**config.mk**
```make
export PLATFORM = sky130hd
export DESIGN_NAME = sfpi_core
export DESIGN_NICKNAME = d
export VERILOG_FILES = /design/src/verilog/sfpi_pkg.sv /design/src/verilog/sfpi_core.sv /design/src/verilog/sfpi_fifo.sv
export VERILOG_INCLUDE_DIRS = /design/src /design/src/verilog
export SDC_FILE = /design/constraint.sdc
export NUM_CORES = 1
export LEC_CHECK = 0
export BUFFER_PORTS_ARGS = -buffer_cell sky130_fd_sc_hd__buf_2
export CORE_UTILIZATION = 55
export CTS_BUF_LIST = sky130_fd_sc_hd__clkbuf_2
export CTS_CLUSTER_SIZE = 25
export DETAILED_ROUTE_END_ITERATION = 8
export GPL_TIMING_DRIVEN = 0
export PLACE_DENSITY = 0.79
export REMOVE_ABC_BUFFERS = 1
export SYNTH_ARGS = -nofsm -noshare
export SYNTH_HDL_FRONTEND = slang
export SYNTH_HIERARCHICAL = 1
export SYNTH_SLANG_ARGS = --single-unit
export TNS_END_PERCENT = 20
```
**constraint.sdc**
```tcl
create_clock -name sys_clk_in -period 8.7 [get_ports sys_clk_in]
set_input_delay 0.435 -clock sys_clk_in [delete_from_list [all_inputs] [get_ports sys_clk_in]]
set_output_delay 0.435 -clock sys_clk_in [all_outputs]
set_load 0.02 [all_outputs]
```
**src/verilog/sfpi_defines.svh**
```systemverilog
// constants for the serial flash pin interface
`ifndef SFPI_DEFINES_SVH
`define SFPI_DEFINES_SVH
`define SFPI_FIFO_DEPTH   4
`define SFPI_FIFO_AW      2
`define SFPI_BYTE_W       8
`define SFPI_PMODE_HIGH   1'b0
`define SFPI_PMODE_LOW    1'b1
`define SFPI_LANE_SINGLE  2'b00
`define SFPI_LANE_DUAL    2'b01
`define SFPI_LANE_QUAD    2'b10
`define SFPI_BITCNT_W     3
`endif

```
**src/verilog/sfpi_pkg.sv**
```systemverilog
// types for the serial flash pin interface
`include "sfpi_defines.svh"
package sfpi_pkg;
	typedef enum logic [2:0] {
		SFPI_ST_STANDBY = 3'b001,
		SFPI_ST_BUSY    = 3'b010,
		SFPI_ST_ACTIVE  = 3'b100
	} sfpi_state_t;
	typedef logic [1:0] sfpi_lane_t;
endpackage
```
**src/verilog/sfpi_core.sv**
```systemverilog
// pin-level front end of the serial flash spi port
`include "sfpi_defines.svh"
module sfpi_core
	import sfpi_pkg::*;
(
	// clock and reset
	input  wire logic                    sys_clk_in,
	input  wire logic                    rst_in,
	// spi pins, raw from outside
	input  wire logic                    sclk_in,
	input  wire logic                    cs_n_in,
	input  wire logic [3:0]              io_in,
	output logic [3:0]                   io_out,
	output logic [3:0]                   io_oe_n_out,
	// configuration bits
	input  wire logic                    quad_lane_enable_in,
	input  wire logic                    protect_mode_high_in,
	input  wire logic                    protect_mode_low_in,
	input  wire logic                    hold_select_in,
	input  wire logic [1:0]              lane_mode_in,
	// internal operation status
	input  wire logic                    op_busy_in,
	// received bytes toward the command logic
	output logic                         rx_valid_out,
	input  wire logic                    rx_ready_in,
	output logic [`SFPI_BYTE_W-1:0]      rx_data_out,
	// bytes to send toward the host
	input  wire logic                    tx_valid_in,
	output logic                         tx_ready_out,
	input  wire logic [`SFPI_BYTE_W-1:0] tx_data_in,
	// status outputs
	output logic                         standby_out,
	output logic                         status_write_block_out,
	output logic                         hold_active_out,
	output logic                         hw_reset_out,
	output logic                         rx_overrun_out
);
	// ----------------------------------------
	// synchronisers
	// ----------------------------------------
	logic [5:0] s1_reg, s2_reg, s3_reg;
	logic [5:0] s1_next;

	// io[2] and io[3] pins idle high via pull-up; reset value is high
	always_comb begin
		s1_next = {io_in, cs_n_in, sclk_in};
	end
	always_ff @(posedge sys_clk_in or posedge rst_in) begin
		if (rst_in) begin
			s1_reg <= 6'h3e;
			s2_reg <= 6'h3e;
			s3_reg <= 6'h3e;
		end else begin
			s1_reg <= s1_next;
			s2_reg <= s1_reg;
			s3_reg <= s2_reg;
		end
	end

	logic sclk_s, cs_n_s, sclk_rise, sclk_fall, selected;
	logic [3:0] io_s;
	assign sclk_s    = s2_reg[0];
	assign cs_n_s    = s2_reg[1];
	assign io_s      = s2_reg[5:2];
	assign selected  = !cs_n_s;
	// edges from stages two and three; works for either idle level
	assign sclk_rise = selected && sclk_s && !s3_reg[0];
	assign sclk_fall = selected && !sclk_s && s3_reg[0];

	// ----------------------------------------
	// power state
	// ----------------------------------------
	sfpi_state_t st_reg, st_next;
	always_comb begin
		st_next = st_reg;
		unique case (st_reg)
			SFPI_ST_STANDBY: begin
				if (selected)
					st_next = SFPI_ST_ACTIVE;
				else if (op_busy_in)
					st_next = SFPI_ST_BUSY;
			end
			SFPI_ST_BUSY: begin
				if (selected)
					st_next = SFPI_ST_ACTIVE;
				else if (!op_busy_in)
					st_next = SFPI_ST_STANDBY;
			end
			SFPI_ST_ACTIVE: begin
				if (!selected)
					st_next = op_busy_in ? SFPI_ST_BUSY : SFPI_ST_STANDBY;
			end
		endcase
	end
	always_ff @(posedge sys_clk_in or posedge rst_in) begin
		if (rst_in)
			st_reg <= SFPI_ST_STANDBY;
		else
			st_reg <= st_next;
	end
	assign standby_out = (st_reg == SFPI_ST_STANDBY);

	// ----------------------------------------
	// pin roles
	// ----------------------------------------
	logic quad_ok, lane2_is_data, hold_pin_raw;
	assign quad_ok       = quad_lane_enable_in;
	assign lane2_is_data = quad_ok;
	assign hold_pin_raw  = io_s[3];
	// protect pin only counts with lane enable clear and mode 0/1
	assign status_write_block_out = !quad_ok && (protect_mode_high_in == `SFPI_PMODE_HIGH)
		&& (protect_mode_low_in == `SFPI_PMODE_LOW) && !io_s[2];
	// hold and reset share the pin; quad mode disables both
	assign hold_active_out = selected && !quad_ok && !hold_select_in && !hold_pin_raw;
	assign hw_reset_out    = !quad_ok && hold_select_in && !hold_pin_raw;

	// lane width; quad falls back to single unless enabled
	sfpi_lane_t lanes;
	always_comb begin
		lanes = `SFPI_LANE_SINGLE;
		if (lane_mode_in == `SFPI_LANE_DUAL)
			lanes = `SFPI_LANE_DUAL;
		else if (lane_mode_in == `SFPI_LANE_QUAD && lane2_is_data)
			lanes = `SFPI_LANE_QUAD;
	end

	// ----------------------------------------
	// shift engine
	// ----------------------------------------
	logic [7:0] rsh_reg, rsh_next, tsh_reg, tsh_next;
	logic [`SFPI_BITCNT_W-1:0] rcnt_reg, rcnt_next, tcnt_reg, tcnt_next;
	logic [3:0] out_reg, out_next;
	logic drive_reg, drive_next, ovr_reg, ovr_next;
	logic push, f_ready, tx_take;

	// bits per edge for the current lane width
	function automatic logic [`SFPI_BITCNT_W-1:0] step(input sfpi_lane_t l);
		unique case (l)
			`SFPI_LANE_DUAL: step = 3'h2;
			`SFPI_LANE_QUAD: step = 3'h4;
			default:         step = 3'h1;
		endcase
	endfunction

	assign tx_take = sclk_fall && (tcnt_reg == 3'h0) && tx_valid_in;
	assign tx_ready_out = tx_take;

	always_comb begin
		rsh_next   = rsh_reg;
		rcnt_next  = rcnt_reg;
		tsh_next   = tsh_reg;
		tcnt_next  = tcnt_reg;
		out_next   = out_reg;
		drive_next = drive_reg;
		ovr_next   = ovr_reg;
		push       = 1'b0;
		if (!selected) begin
			// deselect aborts partial bytes and releases pins
			rcnt_next  = '0;
			tcnt_next  = '0;
			drive_next = 1'b0;
		end else begin
			if (sclk_rise && !hold_active_out) begin
				unique case (lanes)
					`SFPI_LANE_DUAL: rsh_next = {rsh_reg[5:0], io_s[1:0]};
					`SFPI_LANE_QUAD: rsh_next = {rsh_reg[3:0], io_s};
					default:         rsh_next = {rsh_reg[6:0], io_s[0]};
				endcase
				rcnt_next = rcnt_reg + step(lanes);
				if (rcnt_next == 3'h0) begin
					push = 1'b1;
					if (!f_ready)
						ovr_next = 1'b1;
				end
			end
			if (sclk_fall && !hold_active_out) begin
				if (tx_take) begin
					tsh_next   = tx_data_in;
					drive_next = 1'b1;
				end
				unique case (lanes)
					`SFPI_LANE_DUAL: out_next = {2'b00, tsh_next[7:6]};
					`SFPI_LANE_QUAD: out_next = tsh_next[7:4];
					default:         out_next = {2'b00, tsh_next[7], 1'b0};
				endcase
				if (drive_reg || tx_take) begin
					tsh_next  = tsh_next << step(lanes);
					tcnt_next = tcnt_reg + step(lanes);
				end
			end
		end
	end
	always_ff @(posedge sys_clk_in or posedge rst_in) begin
		if (rst_in) begin
			rsh_reg   <= '0;
			rcnt_reg  <= '0;
			tsh_reg   <= '0;
			tcnt_reg  <= '0;
			out_reg   <= '0;
			drive_reg <= 1'b0;
			ovr_reg   <= 1'b0;
		end else begin
			rsh_reg   <= rsh_next;
			rcnt_reg  <= rcnt_next;
			tsh_reg   <= tsh_next;
			tcnt_reg  <= tcnt_next;
			out_reg   <= out_next;
			drive_reg <= drive_next;
			ovr_reg   <= ovr_next;
		end
	end
	assign rx_overrun_out = ovr_reg;
	assign io_out = out_reg;

	// output enables active low; single mode drives serial output only
	always_comb begin
		io_oe_n_out = 4'hf;
		if (selected && drive_reg) begin
			unique case (lanes)
				`SFPI_LANE_DUAL: io_oe_n_out = 4'hc;
				`SFPI_LANE_QUAD: io_oe_n_out = 4'h0;
				default:         io_oe_n_out = 4'hd;
			endcase
		end
	end

	// ----------------------------------------
	// receive fifo
	// ----------------------------------------
	sfpi_fifo #(.WIDTH(`SFPI_BYTE_W), .DEPTH(`SFPI_FIFO_DEPTH), .AW(`SFPI_FIFO_AW)) u_fifo (
		.sys_clk_in   (sys_clk_in),
		.rst_in       (rst_in),
		.wr_valid_in  (push),
		.wr_ready_out (f_ready),
		.wr_data_in   (rsh_next),
		.rd_valid_out (rx_valid_out),
		.rd_ready_in  (rx_ready_in),
		.rd_data_out  (rx_data_out)
	);

	// ----------------------------------------
	// checks
	// ----------------------------------------
	property p_desel_release;
		@(posedge sys_clk_in) disable iff (rst_in) cs_n_s |=> (io_oe_n_out == 4'hf);
	endproperty
	a_desel_release: assert property (p_desel_release) else $error("pins driven while deselected");
	property p_standby;
		@(posedge sys_clk_in) disable iff (rst_in) (cs_n_s && !op_busy_in) [*2] |=> standby_out;
	endproperty
	a_standby: assert property (p_standby) else $error("no standby when idle");
	property p_no_push_desel;
		@(posedge sys_clk_in) disable iff (rst_in) cs_n_s |-> !push;
	endproperty
	a_no_push_desel: assert property (p_no_push_desel) else $error("byte taken while deselected");
	property p_capture;
		@(posedge sys_clk_in) disable iff (rst_in)
			(sclk_rise && !hold_active_out && lanes == `SFPI_LANE_SINGLE) |=> (rsh_reg[0] == $past(io_s[0]));
	endproperty
	a_capture: assert property (p_capture) else $error("input bit not captured");
	property p_launch;
		@(posedge sys_clk_in) disable iff (rst_in) (!sclk_fall) |=> $stable(out_reg);
	endproperty
	a_launch: assert property (p_launch) else $error("output moved off falling edge");
	property p_protect;
		@(posedge sys_clk_in) disable iff (rst_in) quad_lane_enable_in |-> !status_write_block_out;
	endproperty
	a_protect: assert property (p_protect) else $error("protection active in quad mode");
	property p_hold_reset;
		@(posedge sys_clk_in) disable iff (rst_in) !(hold_active_out && hw_reset_out);
	endproperty
	a_hold_reset: assert property (p_hold_reset) else $error("hold and reset both active");
	property p_single_oe;
		@(posedge sys_clk_in) disable iff (rst_in)
			(lanes == `SFPI_LANE_SINGLE) |-> io_oe_n_out[0] && io_oe_n_out[2];
	endproperty
	a_single_oe: assert property (p_single_oe) else $error("serial input driven in single mode");
endmodule

```
**src/verilog/sfpi_fifo.sv**
```systemverilog
// small register-based fifo with valid/ready on both sides
module sfpi_fifo #(
	parameter int WIDTH = 8,
	parameter int DEPTH = 4,
	parameter int AW    = 2
) (
	// clock and reset
	input  wire logic             sys_clk_in,
	input  wire logic             rst_in,
	// fill side
	input  wire logic             wr_valid_in,
	output logic                  wr_ready_out,
	input  wire logic [WIDTH-1:0] wr_data_in,
	// drain side
	output logic                  rd_valid_out,
	input  wire logic             rd_ready_in,
	output logic [WIDTH-1:0]      rd_data_out
);
	logic [WIDTH-1:0] mem_reg [DEPTH];
	logic [AW-1:0]    wptr_reg, wptr_next, rptr_reg, rptr_next;
	logic [AW:0]      cnt_reg, cnt_next;
	logic [WIDTH-1:0] dout_reg, dout_next;
	logic             push, pop;

	// handshake terms
	assign wr_ready_out = (cnt_reg != (AW+1)'(DEPTH));
	assign rd_valid_out = (cnt_reg != '0);
	assign push = wr_valid_in && wr_ready_out;
	assign pop  = rd_valid_out && rd_ready_in;
	assign rd_data_out = dout_reg;

	// pointer and count update
	always_comb begin
		wptr_next = push ? wptr_reg + AW'(1) : wptr_reg;
		rptr_next = pop ? rptr_reg + AW'(1) : rptr_reg;
		cnt_next  = cnt_reg + (AW+1)'(push) - (AW+1)'(pop);
		dout_next = mem_reg[rptr_next];
		if (push && (wptr_reg == rptr_next))
			dout_next = wr_data_in;
	end

	// registers; output word comes from a flop
	always_ff @(posedge sys_clk_in or posedge rst_in) begin
		if (rst_in) begin
			wptr_reg <= '0;
			rptr_reg <= '0;
			cnt_reg  <= '0;
			dout_reg <= '0;
		end else begin
			wptr_reg <= wptr_next;
			rptr_reg <= rptr_next;
			cnt_reg  <= cnt_next;
			dout_reg <= dout_next;
		end
	end

	// storage has no reset, data only
	always_ff @(posedge sys_clk_in) begin
		if (push)
			mem_reg[wptr_reg] <= wr_data_in;
	end
endmodule

```
==> results.cfg, run 1 <==
[outcome]
status = finished, final reports clean

[layout]
nNetsFinal = 477
area_delta_synth_final_pct = 9.08
largest_reg_flops = 32
num_antenna_cells = 0
drive_gt1_share_pct = 23.9

[yosys]
synth-xor-area-share_pct = 2.26
synthCells = 403
synth_area_leaders = dfrtp_1 26%, edfxtp_1 21%, dfstp_2 6.3%
yosysMostFrequentCell = dfrtp_1
syn_area_per_cell_um2 = 11.4
synth_compound_area_share_pct = 13.9
synth_ff_type = dfrtp_1
yosys.area.top_type = dfrtp_1
synthMuxAreaShare_pct = 6.77
async_flop_share_pct = 64.8
synth_top_family_by_area = simple AND/OR/NAND/NOR gates
ys_seq_area_share_pct = 53.2
ys_seq_elements = 91
synthDistinctLibCells = 66
mappedNetlistArea_um2 = 4600
ys_warn_count = 6
synth.top_cell.area_share_pct = 26.1
synth_edf_count = 32
synth_fa_ha_area_share_pct = 3.21
synth_top_cells_by_count = 48 x dfrtp_1, 34 x nand2_1, 32 x edfxtp_1
synth-simple-area-share_pct = 16.0

[die]
die_h_um = 93.5
die_w_um = 93.5
core_region_area_um2 = 8180
start_util_pct = 56.3
row_count = 33
dieArea_um2 = 8740
io_pins = 48

[route]
first_iter_violations = 179
wl_per_cell_um = 16.3
ant_nets = 0
route.vias.total = 3305
drcViolationCount = 0
dr.pass1.iters = 5
totalWireLength_mm = 9.02
avgViaCountPerCell = 5.99

[global_route]
grt_max_degree = 45
track_usage_pct = 21.8
overflow = 0
antenna_found_initial = 0
grt_pass1_wl_mm = 14.6
grt_pass1_vias = 3159

[worst_setup_path]
cp.required_ns = 9.22
end_kind = flip-flop
crit_path_start_kind = input port
r2r_cells = 12
crit_arrival_ns = 4.22
r2r_slack_ns = 5.70
crit_type = in2reg
cp_max_fo = 23

[clock_network]
post_cts.repair.setup_buffers = 0
clk_pin_slew_worst_paths_ns = 0.29
ctsHtreeMaxLevel = 3
cts_buffer_depth = 2
ctsResizeCount = 0
clock_latency_ns = 0.56
cts_tree = done
cts_inserted_buffers = 9
clock-sinks = 91
cts-root-buf = clkbuf_2

[timing]
hold_violations = 0
tightestPinTransition_ns = 1.16
clock.fmax_ghz = 0.270
rsz0062_at_grt = false
finalMaxSlewViolations = 0
setup_viol_count_final = 0
final.min_clock_period_ns = 3.70
fin_skew_ns = 0.0430
hold_ws_ns = 0.0868
setup_tns_ns = 0
relSlewSlack_pct = 22.3
fin_crit_sh_pct = 42.5

[min_path]
hp-class = in2reg
holdPathStages = 4

[job]
drv_cap = 0

[power]
power_density_nw_per_um2 = 237
vdd_drop_max_uv = 102
leakage_uw = 0.00212

[placement]
portBuffers = 47
routabilityCongestion = 0.811
place_hpwl_mm = 6.08
==> where the power goes <==
group	total [uW]	internal (uW)	switching (uW)
clock network	195	42.5	153
logic	385	188	197
registers	608	518	90.7
==> cell type report <==
cell class                      count  area, um^2
Clock buffer                        9        45.0
Sequential cell                    91        2450
Inverter                           17        65.1
Timing Repair Buffer               55         333
Tap cell                          105         131
Multi-Input combinational cell    268        1940
Clock inverter                      7        57.6
Fill cell                         660        3150
==> cells in the final DEF (no fill, tap or decap), types with 3 or more instances in the layout <==
master          n
dfstp_2        11
nor2b_1         3
inv_6           3
mux2_2          9
buf_2          47
fa_1            3
ha_1            7
and2_1          3
nand3_1         8
o31ai_1         3
o221ai_1        8
xor2_1          3
inv_1          13
nor3_1         20
o21ai_0        14
dfrtp_1        48
mux2_4          8
o211ai_1        3
or3_1          10
xnor2_1         7
nand2_1        34
a31oi_1         8
mux2i_1         9
clkbuf_2        9
edfxtp_1       32
and4_1          3
and3_1          9
a21o_1          9
a22oi_1        15
nor2_1         30
a21oi_1         3
dlygate4sd3_1   7
==> path summary, 6_finish.rpt <==
kind | endpoint | from
worst min register to register | s2_reg[1]$_DFF_PP1_ | s1_reg[1]$_DFF_PP1_
max in group asynchronous | u_fifo/rd_data_out[7]$_DFF_PP0_ | rst_in
worst max-delay path | u_fifo/cnt_reg[2]$_DFF_PP0_ | quad_lane_enable_in
min in group asynchronous | rsh_reg[4]$_DFF_PP0_ | rst_in
worst max register to register | u_fifo/cnt_reg[2]$_DFF_PP0_ | rcnt_reg[0]$_DFFE_PP0P_
worst min-delay path | st_reg[0]$_DFFE_PP1P_ | op_busy_in
==> worst max-delay path, cell delays in order <==
cell and delay, ns:
buf_2 0.13, and3b_1 0.46, nor2_2 0.51, ha_1 0.24, inv_1 0.05, fa_1 0.39, xnor2_1 0.25, xor2_1 0.12
nor3_1 0.32, and2_1 0.30, ha_1 0.17, inv_1 0.05, fa_1 0.42, xnor2_1 0.22, xnor2_1 0.15
==> per-layer routing <==
layer	part of all wire [%]	routed length, um	vias up	GRT usage [%]
li1	-	-	1553	-
met1	44	4000	1612	28.8
met2	50	4470	127	35.3
met3	4.6	417	13	3.41
met4	1.5	136	0	10.0
met5	0	0	-	0
==> cells by family after synthesis <==
logic type / Yosys count
muxes: 26
and+or+nand+nor: 137
AOI/OAI and AO/OA: 84
buffers and inverters: 44
adders and majority gates: 10
DFF: 91
xor gates and xnor gates: 11
==> timing repair <==
item                                    4_1_cts  5_1_grt
hold endpoints to repair                     54        0
endpoints found under the setup margin        0        0
hold buffers                                  7        0
==> metrics by stage <==
stage               setup WS (ns)  total power (uW)  utilization (%)  instances  cell area [um^2]
detailed placement           4.15               999             59.3        529              4850
floorplan                    5.05               887                -        376              4450
global placement             4.21               973             58.9        528              4820
finish                       5.00              1190             61.4        552              5020
CTS                          4.75              1190             61.4        552              5020
global route                 4.61              1260             61.4        552              5020
No activity file was read; power rests on OpenSTA's default activity.
==> run 2: changes to the inputs <==
PLACE_DENSITY = 0.82   (was 0.79)
clock period = 3.4 ns   (was 8.7 ns; I/O delays follow)
==> results.cfg, run 2 (synthesis results as in run 1) <==
[worst_setup_path]
crit_path_start_kind = input port
cp.required_ns = 3.93
r2r_slack_ns = 0.36
end_kind = flip-flop
crit_arrival_ns = 3.71
cp_max_fo = 23
r2r_cells = 12
crit_type = in2reg
r2r_start = rcnt_reg[0]$_DFFE_PP0P_
worstReg2RegEnd = u_fifo/cnt_reg[2]$_DFF_PP0_
critPathCapture = u_fifo/cnt_reg[2]$_DFF_PP0_
startpoint = quad_lane_enable_in

[power]
power_density_nw_per_um2 = 599
leakage_uw = 0.00218
vdd_drop_max_uv = 289
finalPower_uw = 3080

[job]
drv_cap = 0

[route]
totalWireLength_mm = 9.08
ant_nets = 0
first_iter_violations = 184
route.vias.total = 3369
dr.pass1.iters = 5
avgViaCountPerCell = 5.98
drcViolationCount = 0
wl_per_cell_um = 16.1

[layout]
largest_reg_flops = 32
fill_cells = 662
final_util_pct = 62.9
area_delta_synth_final_pct = 11.7
num_antenna_cells = 0
final_cell_area_um2 = 5140
layout_commonest_cell = dfrtp_1
final_cell_mix = 48 x dfrtp_1, 47 x buf_2, 34 x nand2_1, 32 x edfxtp_1, 30 x nor2_1
nNetsFinal = 488
drive_gt1_share_pct = 24.0
fin_cells = 563

[global_route]
track_usage_pct = 22.5
overflow = 0
grt_pass1_vias = 3287
grt_pass1_wl_mm = 15.2
grt_max_degree = 45
antenna_found_initial = 0

[clock_network]
cts_tree = done
ctsHtreeMaxLevel = 3
cts-root-buf = clkbuf_2
clock-sinks = 91
cts_buffer_depth = 2
cts_inserted_buffers = 9
clock_latency_ns = 0.57
clk_pin_slew_worst_paths_ns = 0.30

[die]
io_pins = 48
die_w_um = 93.5
die_h_um = 93.5
core_region_area_um2 = 8180
row_count = 33
start_util_pct = 56.3
dieArea_um2 = 8740

[outcome]
status = finished, final reports clean

[placement]
place_inst = 529
portBuffers = 47
place_hpwl_mm = 6.08
routabilityCongestion = 0.871
placed_area_um2 = 4840

[timing]
fin_crit_sh_pct = 93.3
relSlewSlack_pct = 18.2
fin_skew_ns = 0.0440
clock.fmax_ghz = 0.315
setup_viol_count_final = 0
hold_violations = 0
final.min_clock_period_ns = 3.17
finalMaxSlewViolations = 0
tightestPinTransition_ns = 1.22
rsz0062_at_grt = false

[min_path]
hp-class = in2reg
[run 2: repair_timing]
item                                    in CTS  in global routing
hold endpoints to repair                    76                  0
pin swaps                                    0                  1
hold buffers                                16                  0
endpoints found under the setup margin      10                  1
buffers inserted                             0                  2
gates resized for setup                      3                  1
[run 2: how the worst min path moves through the flow]
stage                   startpoint                        endpoint  depth (start not counted)
2_1_floorplan               rst_in     u_fifo/cnt_reg[0]$_DFF_PP0_                          1
3_3_place_gp                rst_in  u_fifo/wptr_reg[1]$_DFFE_PP0P_                          2
3_5_place_dp                rst_in         rcnt_reg[2]$_DFFE_PP0P_                          3
4_1_cts        quad_lane_enable_in           drive_reg$_DFFE_PP0P_                          3
5_1_grt              tx_data_in[4]           io_out[0]$_DFFE_PP0P_                          4
6_report       quad_lane_enable_in           drive_reg$_DFFE_PP0P_                          3
[run 2: stage by stage]
| step | setup WS (ns) | hold slack [ns] | TNS [ns] |
|---|---|---|---|
| final | 0.229 | 0.0948 | 0 |
| after global routing | 0.0265 | 0.0627 | 0 |
| after CTS | 0.116 | 0.0502 | 0 |
| after detailed placement | -0.916 | 0.236 | -21.19 |
| after global placement | -0.826 | 0.246 | -16.86 |
| after floorplan | 0.0108 | 0.0715 | 0 |
[run 2: power by group]
part | internal, uW | switching [uW]
logic | 491 | 507
clock network | 118 | 407
registers | 1320 | 229
[run 2: routing by layer]
| metal | global-route usage, % | routed length [um] | part of all wire, % |
|---|---|---|---|
| met5 | 0 | 0 | 0 |
| met1 | 29.6 | 3970 | 44 |
| met2 | 36.8 | 4600 | 51 |
| met3 | 3.74 | 360 | 4.0 |
| met4 | 10.1 | 150 | 1.7 |
[run 2: final cells by class]
type	count	area (um^2)	share of cell area, %
inverter	17	65.1	1.27
clock buffer	9	45.0	0.876
clock inverter	7	68.8	1.34
timing repair buffer	66	430	8.37
tap	105	131	2.56
multi-input combinational	268	1950	37.9
sequential	91	2450	47.7
[run 2: worst max-delay path, stage by stage]
cell	delay, ns
buf_2	0.13
and3b_1	0.48
nor2_4	0.28
ha_1	0.17
inv_1	0.05
fa_1	0.39
xnor2_1	0.26
xor2_1	0.13
nor3_1	0.33
and2_1	0.32
ha_1	0.18
inv_1	0.05
fa_1	0.41
xnor2_1	0.20
xnor2_1	0.14
